File: src/common/lie_defs.svh
// Register offsets, field positions and reset values of the interrupt enable clear block
`ifndef LIE_DEFS_SVH
`define LIE_DEFS_SVH

`define LIE_OFS_ENABLE_SET 4'h0
`define LIE_OFS_ENABLE_CLEAR 4'h4
`define LIE_OFS_FLAGS 4'h8
`define LIE_OFS_STATUS 4'hc
`define LIE_BIT_BREAK 0
`define LIE_BIT_WAKE 1
`define LIE_BIT_BUS_IDLE 4
`define LIE_BIT_SINGLE_WAKE 6
`define LIE_BIT_THIRD_WAKE 7
`define LIE_BIT_TRANSMIT 8
`define LIE_BIT_RECEIVE 9
`define LIE_BIT_IDENTIFIER 13
`define LIE_IMPL_MASK 14'h23d3
`define LIE_LIN_MASK 14'h20d0
`define LIE_ENABLE_RESET 14'h0000
`define LIE_NSRC 14

`endif

File: src/common/lie_pkg.sv
// Types shared by the interrupt enable clear block
package lie_pkg;

    typedef logic [13:0] lie_src_t;

    typedef struct packed {
        logic [3:0] adr;
        logic we;
        logic [3:0] sel;
        logic [31:0] dat;
    } lie_wb_req_t;

endpackage : lie_pkg

File: src/hdl/lie_irq_enable_clear.sv
// Interrupt enable set/clear register block with Wishbone slave
// Behaviour
// - Writing one to bit 13 disables the identifier interrupt, LIN mode source.
// - Reading the clear register returns each source's current enable state.
// - Written zeros leave enables unchanged; written ones clear implemented enables.
// - Bits 12-10, 5, 3-2 read zero and ignore writes.
// - Writing one to bit 9 disables the receiver interrupt.
// - Writing one to bit 8 disables the transmitter interrupt.
// - Writing one to bit 7 disables the third-wakeup timeout interrupt.
// - Writing one to bit 6 disables the single-wakeup timeout interrupt.
// - Writing one to bit 4 disables the bus-idle timeout interrupt.
// - Writing one to bit 1 disables the wakeup interrupt.
// - Writing one to bit 0 disables the break-detect interrupt.
`timescale 1ns/100ps
`default_nettype none
`include "lie_defs.svh"

module lie_irq_enable_clear (
    // Clock and reset
    input wire logic clk_i,
    input wire logic rst_i,
    // Wishbone slave
    input wire logic cyc_i,
    input wire logic stb_i,
    input wire logic we_i,
    input wire logic [3:0] adr_i,
    input wire logic [3:0] sel_i,
    input wire logic [31:0] dat_i,
    output logic [31:0] dat_o,
    output logic ack_o,
    // Interrupt sources
    input wire logic [13:0] event_i,
    input wire logic lin_mode_i,
    // Interrupt outputs
    output logic [13:0] irq_req_o,
    output logic irq_o
);

    lie_pkg::lie_wb_req_t req;
    lie_pkg::lie_src_t wmask;
    lie_pkg::lie_src_t enable;
    lie_pkg::lie_src_t flag;
    lie_pkg::lie_src_t req_raw;
    lie_pkg::lie_src_t mode_mask;
    lie_pkg::lie_src_t wr_bits;
    lie_pkg::lie_src_t set_stb;
    lie_pkg::lie_src_t clr_stb;
    lie_pkg::lie_src_t fclr_stb;
    lie_pkg::lie_src_t req_live;
    lie_pkg::lie_src_t impl_mask;
    logic [31:0] rd_enable;
    logic [31:0] rd_flag;
    logic [31:0] rd_status;
    logic access;
    logic wr;
    logic sel_set;
    logic sel_clr;
    logic sel_flag;
    logic sel_stat;
    logic [31:0] rdata;
    logic ack_q;
    logic [31:0] dat_q;
    lie_pkg::lie_src_t irq_req_q;
    logic irq_q;

    assign req = '{adr: adr_i, we: we_i, sel: sel_i, dat: dat_i};
    // One answer per request: ack never stays high two cycles
    assign access = cyc_i & stb_i & ~ack_q;
    assign wr = access & req.we;
    assign sel_set = req.adr == `LIE_OFS_ENABLE_SET;
    assign sel_clr = req.adr == `LIE_OFS_ENABLE_CLEAR;
    assign sel_flag = req.adr == `LIE_OFS_FLAGS;
    assign sel_stat = req.adr == `LIE_OFS_STATUS;
    assign wmask = {{6{req.sel[1]}}, {8{req.sel[0]}}};
    // Reserved positions never reach the storage
    assign wr_bits = req.dat[13:0] & wmask & `LIE_IMPL_MASK;
    assign set_stb = (wr & sel_set) ? wr_bits : 14'h0000;
    assign clr_stb = (wr & sel_clr) ? wr_bits : 14'h0000;
    assign fclr_stb = (wr & sel_flag) ? wr_bits : 14'h0000;
    // LIN-only sources are silent outside LIN mode, break detect outside compatibility
    assign mode_mask = lin_mode_i ? ~14'h0001 : ~`LIE_LIN_MASK;
    assign req_live = req_raw & mode_mask & `LIE_IMPL_MASK;
    // Reserved positions take no event, so their flags stay clear
    assign impl_mask = `LIE_IMPL_MASK;

    genvar g;
    generate
        for (g = 0; g < `LIE_NSRC; g++)
        begin : g_src
            lie_src_cell i_lie_src_cell (
                .clk_i(clk_i),
                .rst_i(rst_i),
                .en_set_i(set_stb[g]),
                .en_clr_i(clr_stb[g]),
                .flag_clr_i(fclr_stb[g]),
                .event_i(event_i[g] & impl_mask[g]),
                .enable_o(enable[g]),
                .flag_o(flag[g]),
                .req_o(req_raw[g])
            );
        end
    endgenerate

    // Both enable views read the same storage; reserved bits read zero
    assign rd_enable = {18'h00000, enable & impl_mask};
    assign rd_flag = {18'h00000, flag & impl_mask};
    assign rd_status = {31'h00000000, lin_mode_i};
    assign rdata = (sel_set | sel_clr) ? rd_enable :
                   sel_flag ? rd_flag :
                   sel_stat ? rd_status :
                   32'h00000000;

    always_ff @(posedge clk_i)
    begin
        if (rst_i)
        begin
            ack_q <= 1'b0;
            dat_q <= 32'h00000000;
            irq_req_q <= 14'h0000;
            irq_q <= 1'b0;
        end
        else
        begin
            ack_q <= access;
            dat_q <= access ? rdata : dat_q;
            irq_req_q <= req_live;
            irq_q <= |req_live;
        end
    end

    assign ack_o = ack_q;
    assign dat_o = dat_q;
    assign irq_req_o = irq_req_q;
    assign irq_o = irq_q;

    property p_clr_disables;
        @(posedge clk_i) disable iff (rst_i)
        (wr & sel_clr & req.sel[1] & req.dat[13] & ~(wr & sel_set)) |=> !enable[13];
    endproperty
    a_clr_disables: assert property (p_clr_disables) else $error("id enable not cleared");

    property p_read_state;
        @(posedge clk_i) disable iff (rst_i)
        (access & ~req.we & sel_clr) |=> (dat_o[13:0] == $past(enable));
    endproperty
    a_read_state: assert property (p_read_state) else $error("clear read not enable");

    property p_zero_keeps;
        @(posedge clk_i) disable iff (rst_i)
        (wr & sel_clr & req.sel == 4'hf & req.dat == 32'h00000000 & ~set_stb[9]) |=>
            (enable[9] == $past(enable[9]));
    endproperty
    a_zero_keeps: assert property (p_zero_keeps) else $error("zero write changed enable");

    property p_reserved_zero;
        @(posedge clk_i) disable iff (rst_i)
        ack_o |-> (dat_o[12:10] == 3'h0 && dat_o[5] == 1'b0 && dat_o[3:2] == 2'h0);
    endproperty
    a_reserved_zero: assert property (p_reserved_zero) else $error("reserved bit read one");

    property p_rx_clear;
        @(posedge clk_i) disable iff (rst_i)
        (clr_stb[9] & ~set_stb[9]) |=> !enable[9] ##1 !irq_req_o[9];
    endproperty
    a_rx_clear: assert property (p_rx_clear) else $error("rx enable not cleared");

    property p_tx_clear;
        @(posedge clk_i) disable iff (rst_i)
        (clr_stb[8] & ~set_stb[8]) |=> !enable[8];
    endproperty
    a_tx_clear: assert property (p_tx_clear) else $error("tx enable not cleared");

    property p_wake_clear;
        @(posedge clk_i) disable iff (rst_i)
        (clr_stb[7:6] != 2'h0 & set_stb[7:6] == 2'h0) |=> ((enable[7:6] & $past(clr_stb[7:6])) == 2'h0);
    endproperty
    a_wake_clear: assert property (p_wake_clear) else $error("wake timeout enable kept");

    property p_low_clear;
        @(posedge clk_i) disable iff (rst_i)
        (clr_stb[4] | clr_stb[1] | clr_stb[0]) & set_stb == 14'h0000 |=>
            ((enable & $past(clr_stb)) == 14'h0000);
    endproperty
    a_low_clear: assert property (p_low_clear) else $error("low enable kept");

    property p_irq_gate;
        @(posedge clk_i) disable iff (rst_i)
        1'b1 |=> (irq_req_o == $past(req_live)) && ((irq_req_o & ~$past(enable)) == 14'h0000);
    endproperty
    a_irq_gate: assert property (p_irq_gate) else $error("request without enable");

    property p_ack_once;
        @(posedge clk_i) disable iff (rst_i)
        ack_o |=> !ack_o;
    endproperty
    a_ack_once: assert property (p_ack_once) else $error("ack held two cycles");

    // Every taken request is answered at the very next edge
    property p_ack_answer;
        @(posedge clk_i) disable iff (rst_i)
        access |=> ack_o;
    endproperty
    a_ack_answer: assert property (p_ack_answer) else $error("request not answered");

    // The set view reads the very storage that the clear view clears
    property p_set_read;
        @(posedge clk_i) disable iff (rst_i)
        (access & ~req.we & sel_set) |=> (dat_o == {18'h00000, $past(enable)});
    endproperty
    a_set_read: assert property (p_set_read) else $error("set read not enable");

    // A clear write can only take enables away
    property p_clr_no_set;
        @(posedge clk_i) disable iff (rst_i)
        (wr & sel_clr) |=> ((enable & ~$past(enable)) == 14'h0000);
    endproperty
    a_clr_no_set: assert property (p_clr_no_set) else $error("enable set by clear");

    // Only positions written with a one may change
    property p_zero_keep;
        @(posedge clk_i) disable iff (rst_i)
        (wr & sel_clr) |=> (((enable ^ $past(enable)) & ~$past(req.dat[13:0])) == 14'h0000);
    endproperty
    a_zero_keep: assert property (p_zero_keep) else $error("zero bit changed enable");

    // Reserved positions hold no enable, no flag and no request
    property p_rsv_store;
        @(posedge clk_i) disable iff (rst_i)
        ((enable | flag | irq_req_o) & ~impl_mask) == 14'h0000;
    endproperty
    a_rsv_store: assert property (p_rsv_store) else $error("reserved bit set");

    // Identifier requests exist in LIN mode only
    property p_id_lin_only;
        @(posedge clk_i) disable iff (rst_i)
        !lin_mode_i |=> !irq_req_o[`LIE_BIT_IDENTIFIER];
    endproperty
    a_id_lin_only: assert property (p_id_lin_only) else $error("id request outside LIN");

    // Wakeup timeouts and bus idle stay quiet in compatibility mode
    property p_lin_quiet;
        @(posedge clk_i) disable iff (rst_i)
        !lin_mode_i |=> ((irq_req_o & `LIE_LIN_MASK) == 14'h0000);
    endproperty
    a_lin_quiet: assert property (p_lin_quiet) else $error("LIN request in compat");

    // Break detect belongs to compatibility mode
    property p_brk_compat;
        @(posedge clk_i) disable iff (rst_i)
        lin_mode_i |=> !irq_req_o[`LIE_BIT_BREAK];
    endproperty
    a_brk_compat: assert property (p_brk_compat) else $error("break request in LIN");

    // The request line drops one edge after the enable does
    property p_tx_drop;
        @(posedge clk_i) disable iff (rst_i)
        (clr_stb[8] & ~set_stb[8]) |-> ##2 !irq_req_o[`LIE_BIT_TRANSMIT];
    endproperty
    a_tx_drop: assert property (p_tx_drop) else $error("tx request kept");

    // The summary line is the OR of the per-source lines
    property p_irq_level;
        @(posedge clk_i) disable iff (rst_i)
        irq_o == (|irq_req_o);
    endproperty
    a_irq_level: assert property (p_irq_level) else $error("summary request wrong");

    // An event sets its flag even when software clears in the same cycle
    property p_flag_sticky;
        @(posedge clk_i) disable iff (rst_i)
        ((event_i & impl_mask) != 14'h0000) |=>
            ((flag & $past(event_i & impl_mask)) == $past(event_i & impl_mask));
    endproperty
    a_flag_sticky: assert property (p_flag_sticky) else $error("event flag lost");

    property p_flag_clear;
        @(posedge clk_i) disable iff (rst_i)
        (wr & sel_flag & req.sel == 4'hf & event_i == 14'h0000) |=>
            ((flag & $past(req.dat[13:0])) == 14'h0000);
    endproperty
    a_flag_clear: assert property (p_flag_clear) else $error("flag not cleared");

    property p_flag_read;
        @(posedge clk_i) disable iff (rst_i)
        (access & ~req.we & sel_flag) |=> (dat_o == {18'h00000, $past(flag)});
    endproperty
    a_flag_read: assert property (p_flag_read) else $error("flag read wrong");

    property p_mode_read;
        @(posedge clk_i) disable iff (rst_i)
        (access & ~req.we & sel_stat) |=> (dat_o == {31'h00000000, $past(lin_mode_i)});
    endproperty
    a_mode_read: assert property (p_mode_read) else $error("mode read wrong");

    // Reset is synchronous: storage and outputs are at rest one edge later
    property p_reset_quiet;
        @(posedge clk_i)
        rst_i |=> (!ack_o && !irq_o && irq_req_o == 14'h0000 && enable == `LIE_ENABLE_RESET);
    endproperty
    a_reset_quiet: assert property (p_reset_quiet) else $error("outputs busy after reset");

    c_clear_write: cover property (@(posedge clk_i) disable iff (rst_i) clr_stb != 14'h0000);
    c_irq_rise: cover property (@(posedge clk_i) disable iff (rst_i) $rose(irq_o));
    c_set_then_clear: cover property (@(posedge clk_i) disable iff (rst_i)
        set_stb[9] ##[1:20] clr_stb[9]);
    c_id_request: cover property (@(posedge clk_i) disable iff (rst_i)
        lin_mode_i & irq_req_o[`LIE_BIT_IDENTIFIER]);
    c_break_request: cover property (@(posedge clk_i) disable iff (rst_i)
        !lin_mode_i & irq_req_o[`LIE_BIT_BREAK]);

endmodule : lie_irq_enable_clear

`default_nettype wire

File: src/hdl/lie_src_cell.sv
// One interrupt source: enable storage, sticky flag and gated request
`timescale 1ns/100ps
`default_nettype none

module lie_src_cell (
    // Clock and reset
    input wire logic clk_i,
    input wire logic rst_i,
    // Software strobes
    input wire logic en_set_i,
    input wire logic en_clr_i,
    input wire logic flag_clr_i,
    // Hardware event
    input wire logic event_i,
    // State
    output logic enable_o,
    output logic flag_o,
    output logic req_o
);

    logic enable_q;
    logic enable_d;
    logic flag_q;
    logic flag_d;

    // Set wins over clear when both are written together
    assign enable_d = en_set_i | (enable_q & ~en_clr_i);
    // A new event in the clear cycle is kept
    assign flag_d = event_i | (flag_q & ~flag_clr_i);

    always_ff @(posedge clk_i)
    begin
        if (rst_i)
        begin
            enable_q <= 1'b0;
            flag_q <= 1'b0;
        end
        else
        begin
            enable_q <= enable_d;
            flag_q <= flag_d;
        end
    end

    assign enable_o = enable_q;
    assign flag_o = flag_q;
    assign req_o = flag_q & enable_q;

endmodule : lie_src_cell

`default_nettype wire

File: config.mk
export PLATFORM = sky130hd
export DESIGN_NAME = lie_irq_enable_clear
export DESIGN_NICKNAME = d
export VERILOG_FILES = /design/src/common/lie_pkg.sv /design/src/hdl/lie_irq_enable_clear.sv /design/src/hdl/lie_src_cell.sv
export VERILOG_INCLUDE_DIRS = /design/src /design/src/common
export SDC_FILE = /design/constraint.sdc
export NUM_CORES = 1
export LEC_CHECK = 0
export BUFFER_PORTS_ARGS = -buffer_cell sky130_fd_sc_hd__buf_2
export CAP_MARGIN = 15
export CORE_ASPECT_RATIO = 0.9
export CORE_MARGIN = 5
export CORE_UTILIZATION = 25
export CTS_CLUSTER_DIAMETER = 200
export DETAILED_ROUTE_END_ITERATION = 16
export GPL_ROUTABILITY_DRIVEN = 0
export PLACE_DENSITY = 0.58
export SLEW_MARGIN = 40
export SYNTH_ARGS = -nofsm -noshare
export SYNTH_HDL_FRONTEND = slang
export SYNTH_HIERARCHICAL = 1
export SYNTH_SLANG_ARGS = --single-unit
export TNS_END_PERCENT = 50
File: constraint.sdc
create_clock -name clk_i -period 2.2 [get_ports clk_i]
set_clock_uncertainty 0.05 [all_clocks]
set_input_delay 0.55 -clock clk_i [delete_from_list [all_inputs] [get_ports clk_i]]
set_output_delay 0.55 -clock clk_i [all_outputs]
set_load 0.03 [all_outputs]
==> impl_metrics.py <==
metrics = {
    "run_status": {
        "status": "finished clean",
    },
    "timing": {
        "drv_slew": 0,
        "rsz0062_at_grt": "no",
        "fin_crit_ns": 1.54,
        "maxClockFrequency_mhz": 649,
        "period_share_pct": 70.0,
        "tns_ns": 0,
        "hold_violations": 0,
        "setup_viol": 0,
    },
    "synth": {
        "netlist_area_sq_um": 1740,
        "syn_inst": 219,
        "ys.flop_type": "dfxtp_1",
        "yosysUniqueCellTypes": 26,
        "synth_top_area_share_pct": 39.1,
        "synth-seq-cells": 34,
        "synth_edf_count": 0,
        "yosys-top-cells-count": "dfxtp_1, buf_4, nor2_1",
        "synth_area_per_cell_sq_um": 7.95,
        "yosys_warnings": 6,
        "post-synth-top-count-cell": "dfxtp_1",
        "yosys-top-cells-area": "dfxtp_1, buf_4, nor2_1, nand2b_1, a21oi_1",
        "synth_top_area_cell": "dfxtp_1",
        "yosysSeqAreaShare_pct": 39.1,
        "async_reset_ff_share_pct": 0,
    },
    "worst_setup_path": {
        "cp_num_buf_inv": 1,
        "path_cells": "and3b_1 -> nand3_2 -> nor3_1 -> inv_1 -> a21oi_1",
        "r2r-end": "g_src[9].i_lie_src_cell/enable_o",
        "r2r-start": "ack_o",
        "cp_data_arrival_time_ns": 1.70,
        "worstPathMaxFanout": 16,
        "rrSetupSlack_ns": 0.66,
        "critPathTopFamily": "simple AND/OR/NAND/NOR gates",
        "cp-end-kind": "flip-flop",
        "worstRegToRegCells": 5,
        "max_stage_delay_ns": 0.35,
        "cp_data_required_time_ns": 2.36,
        "cp-startpoint": "ack_o",
        "critical-path-slowest-cell": "and3b_1",
        "start_kind": "flip-flop",
        "crit_type": "reg2reg",
    },
    "power": {
        "power.density_nw_per_um2": 745,
        "p_switching_uw": 407,
        "p_int_mw": 1.17,
        "swShare_pct": 25.7,
        "finalPower_mw": 1.58,
        "max-vdd-ir-drop_mv": 0.236,
        "pwr-share-seq_pct": 41.0,
        "p_comb_share_pct": 13.4,
        "power.leakage_nw": 0.946,
        "clkPwrFrac_pct": 45.6,
    },
    "placement": {
        "dp_hpwl_um": 3270,
        "place.port_buffers": 45,
        "post_dp_cell_area_sq_um": 1980,
        "dp.cells": 352,
    },
    "route": {
        "vias": 1457,
        "antenna_left": 0,
        "routed_wl_um": 4230,
        "avgRoutedWirePerCell_um": 11.7,
        "drc": 0,
        "drt_pass1_iterations": 4,
        "vias_per_cell": 4.04,
        "first_iter_violations": 90,
    },
    "global_routing": {
        "grt_use_total_pct": 9.78,
        "antenna_found_initial": 0,
        "grt_pass1_vias": 1341,
        "overflow": 0,
        "grt_start_max_net_pins": 22,
        "grt_pass1_wl_um": 6600,
    },
    "layout": {
        "stdcell_count": 361,
        "n_fill_cell": 748,
        "synthToLayoutAreaGrowth_pct": 21.9,
        "drive_gt1_share_pct": 23.3,
        "final_cell_area_sq_um": 2120,
        "nets": 329,
    },
    "clock_tree": {
        "ctsHoldBuffers": 0,
        "numClockSinks": 34,
        "cts_inserted_buffers": 5,
        "cts_tree": "yes",
        "cts_buffer_depth": 2,
        "post_cts_buffers": 0,
        "cts_resized": 0,
        "clockRootBuffer": "clkbuf_8",
        "path_clk_slew_ns": 0.07,
        "insertion_delay_ns": 0.29,
        "htreeDepth": 2,
    },
    "die": {
        "die_width_um": 98.0,
        "dieArea_sq_um": 8730,
        "rows": 28,
        "core_area_sq_um": 6690,
        "io_pins": 108,
        "start_util_pct": 26.0,
        "die_h_um": 89.2,
    },
    "min_path": {
        "min_to": "g_src[4].i_lie_src_cell/enable_o",
        "hold_depth": 2,
        "hold_class": "reg2reg",
        "holdCritStartpoint": "g_src[4].i_lie_src_cell/enable_o",
    },
    "job": {
        "drv_cap": 0,
    },
}
routing by layer:
layer	up-vias	GRT usage (%)	routed length, um
met4	0	4.15	19
li1	756	-	-
met3	2	4.13	464
met2	63	13.9	1720
met1	636	13.0	2020
met5	-	0	0
sequential cells by signal, indices dropped and copies added, names as in the netlist:
name / count
g_src.i_lie_src_cell/flag_o: 8
irq_req_o: 8
irq_o: 1
ack_o: 1
dat_o: 8
g_src.i_lie_src_cell/enable_o: 8
final cells by class:
type	count	area, sq um	share of cell area (%)
Tap cell	90	113	5.31
Clock buffer	6	82.6	3.89
Antenna cell	1	2.50	0.118
Sequential cell	34	681	32.1
Inverter	16	60.1	2.83
Timing Repair Buffer	51	270	12.7
Clock inverter	2	60.1	2.83
Multi-Input combinational cell	161	853	40.2
cells in the final DEF, fill, tap and decap left out:
cell and n:
buf_2 45, dfxtp_1 34, nor2_1 30, conb_1 30
nand2b_1 17, inv_1 16, a21oi_1 16, nor3_1 14
nand2_1 11, and2_1 11, nand3_1 8, a221oi_1 7
clkbuf_8 6, buf_4 6, nor2b_1 4, nand3b_1 3
nand3_2 2, bufinv_16 2, diode_2 1, nor4b_4 1
and3b_1 1, nor3_4 1, mux2i_1 1, nor4b_1 1
o2bb2ai_1 1, o31ai_1 1, a41oi_1 1
per-stage QoR:
step	util [%]	setup slack [ns]	hold slack (ns)
6_report	31.7	0.660	0.435
3_5_place_dp	29.5	0.411	0.423
3_3_place_gp	29.5	0.421	0.406
2_1_floorplan	-	0.497	0.401
4_1_cts	31.7	0.637	0.432
5_1_grt	31.7	0.465	0.449
cells by family (layout without fill, tap and decap cells):
logic type,after synthesis,after routing,share of synthesized area (%)
compound gates,26,26,9.56
buf+inv,53,75,18.1
flops,34,34,39.1
mux,1,1,0.575
other cells,1,31,0.215
simple gates,104,104,32.4
how the worst max path moves through the flow:
stage,to,slack (ns),depth (start not counted)
floorplan,g_src[13].i_lie_src_cell/flag_o,0.50,6
global placement,g_src[1].i_lie_src_cell/flag_o,0.42,6
detailed placement,g_src[1].i_lie_src_cell/flag_o,0.41,6
CTS,g_src[9].i_lie_src_cell/enable_o,0.64,5
global route,g_src[9].i_lie_src_cell/enable_o,0.47,5
finish,g_src[9].i_lie_src_cell/enable_o,0.66,5
power groups by stage:
stage               clock network (mW)  registers [mW]  logic (mW)
floorplan                            0           0.676       0.169
global placement                     0           0.662       0.209
detailed placement                   0           0.662       0.211
CTS                              0.732           0.648       0.211
global route                     0.753           0.651       0.231
finish                           0.722           0.648       0.212
worst min-delay path: stages (launching register included):
cell and delay, ns:
dfxtp_1 0.32, nand2b_1 0.07, a21oi_1 0.06
No activity file was read; power rests on OpenSTA's default activity.
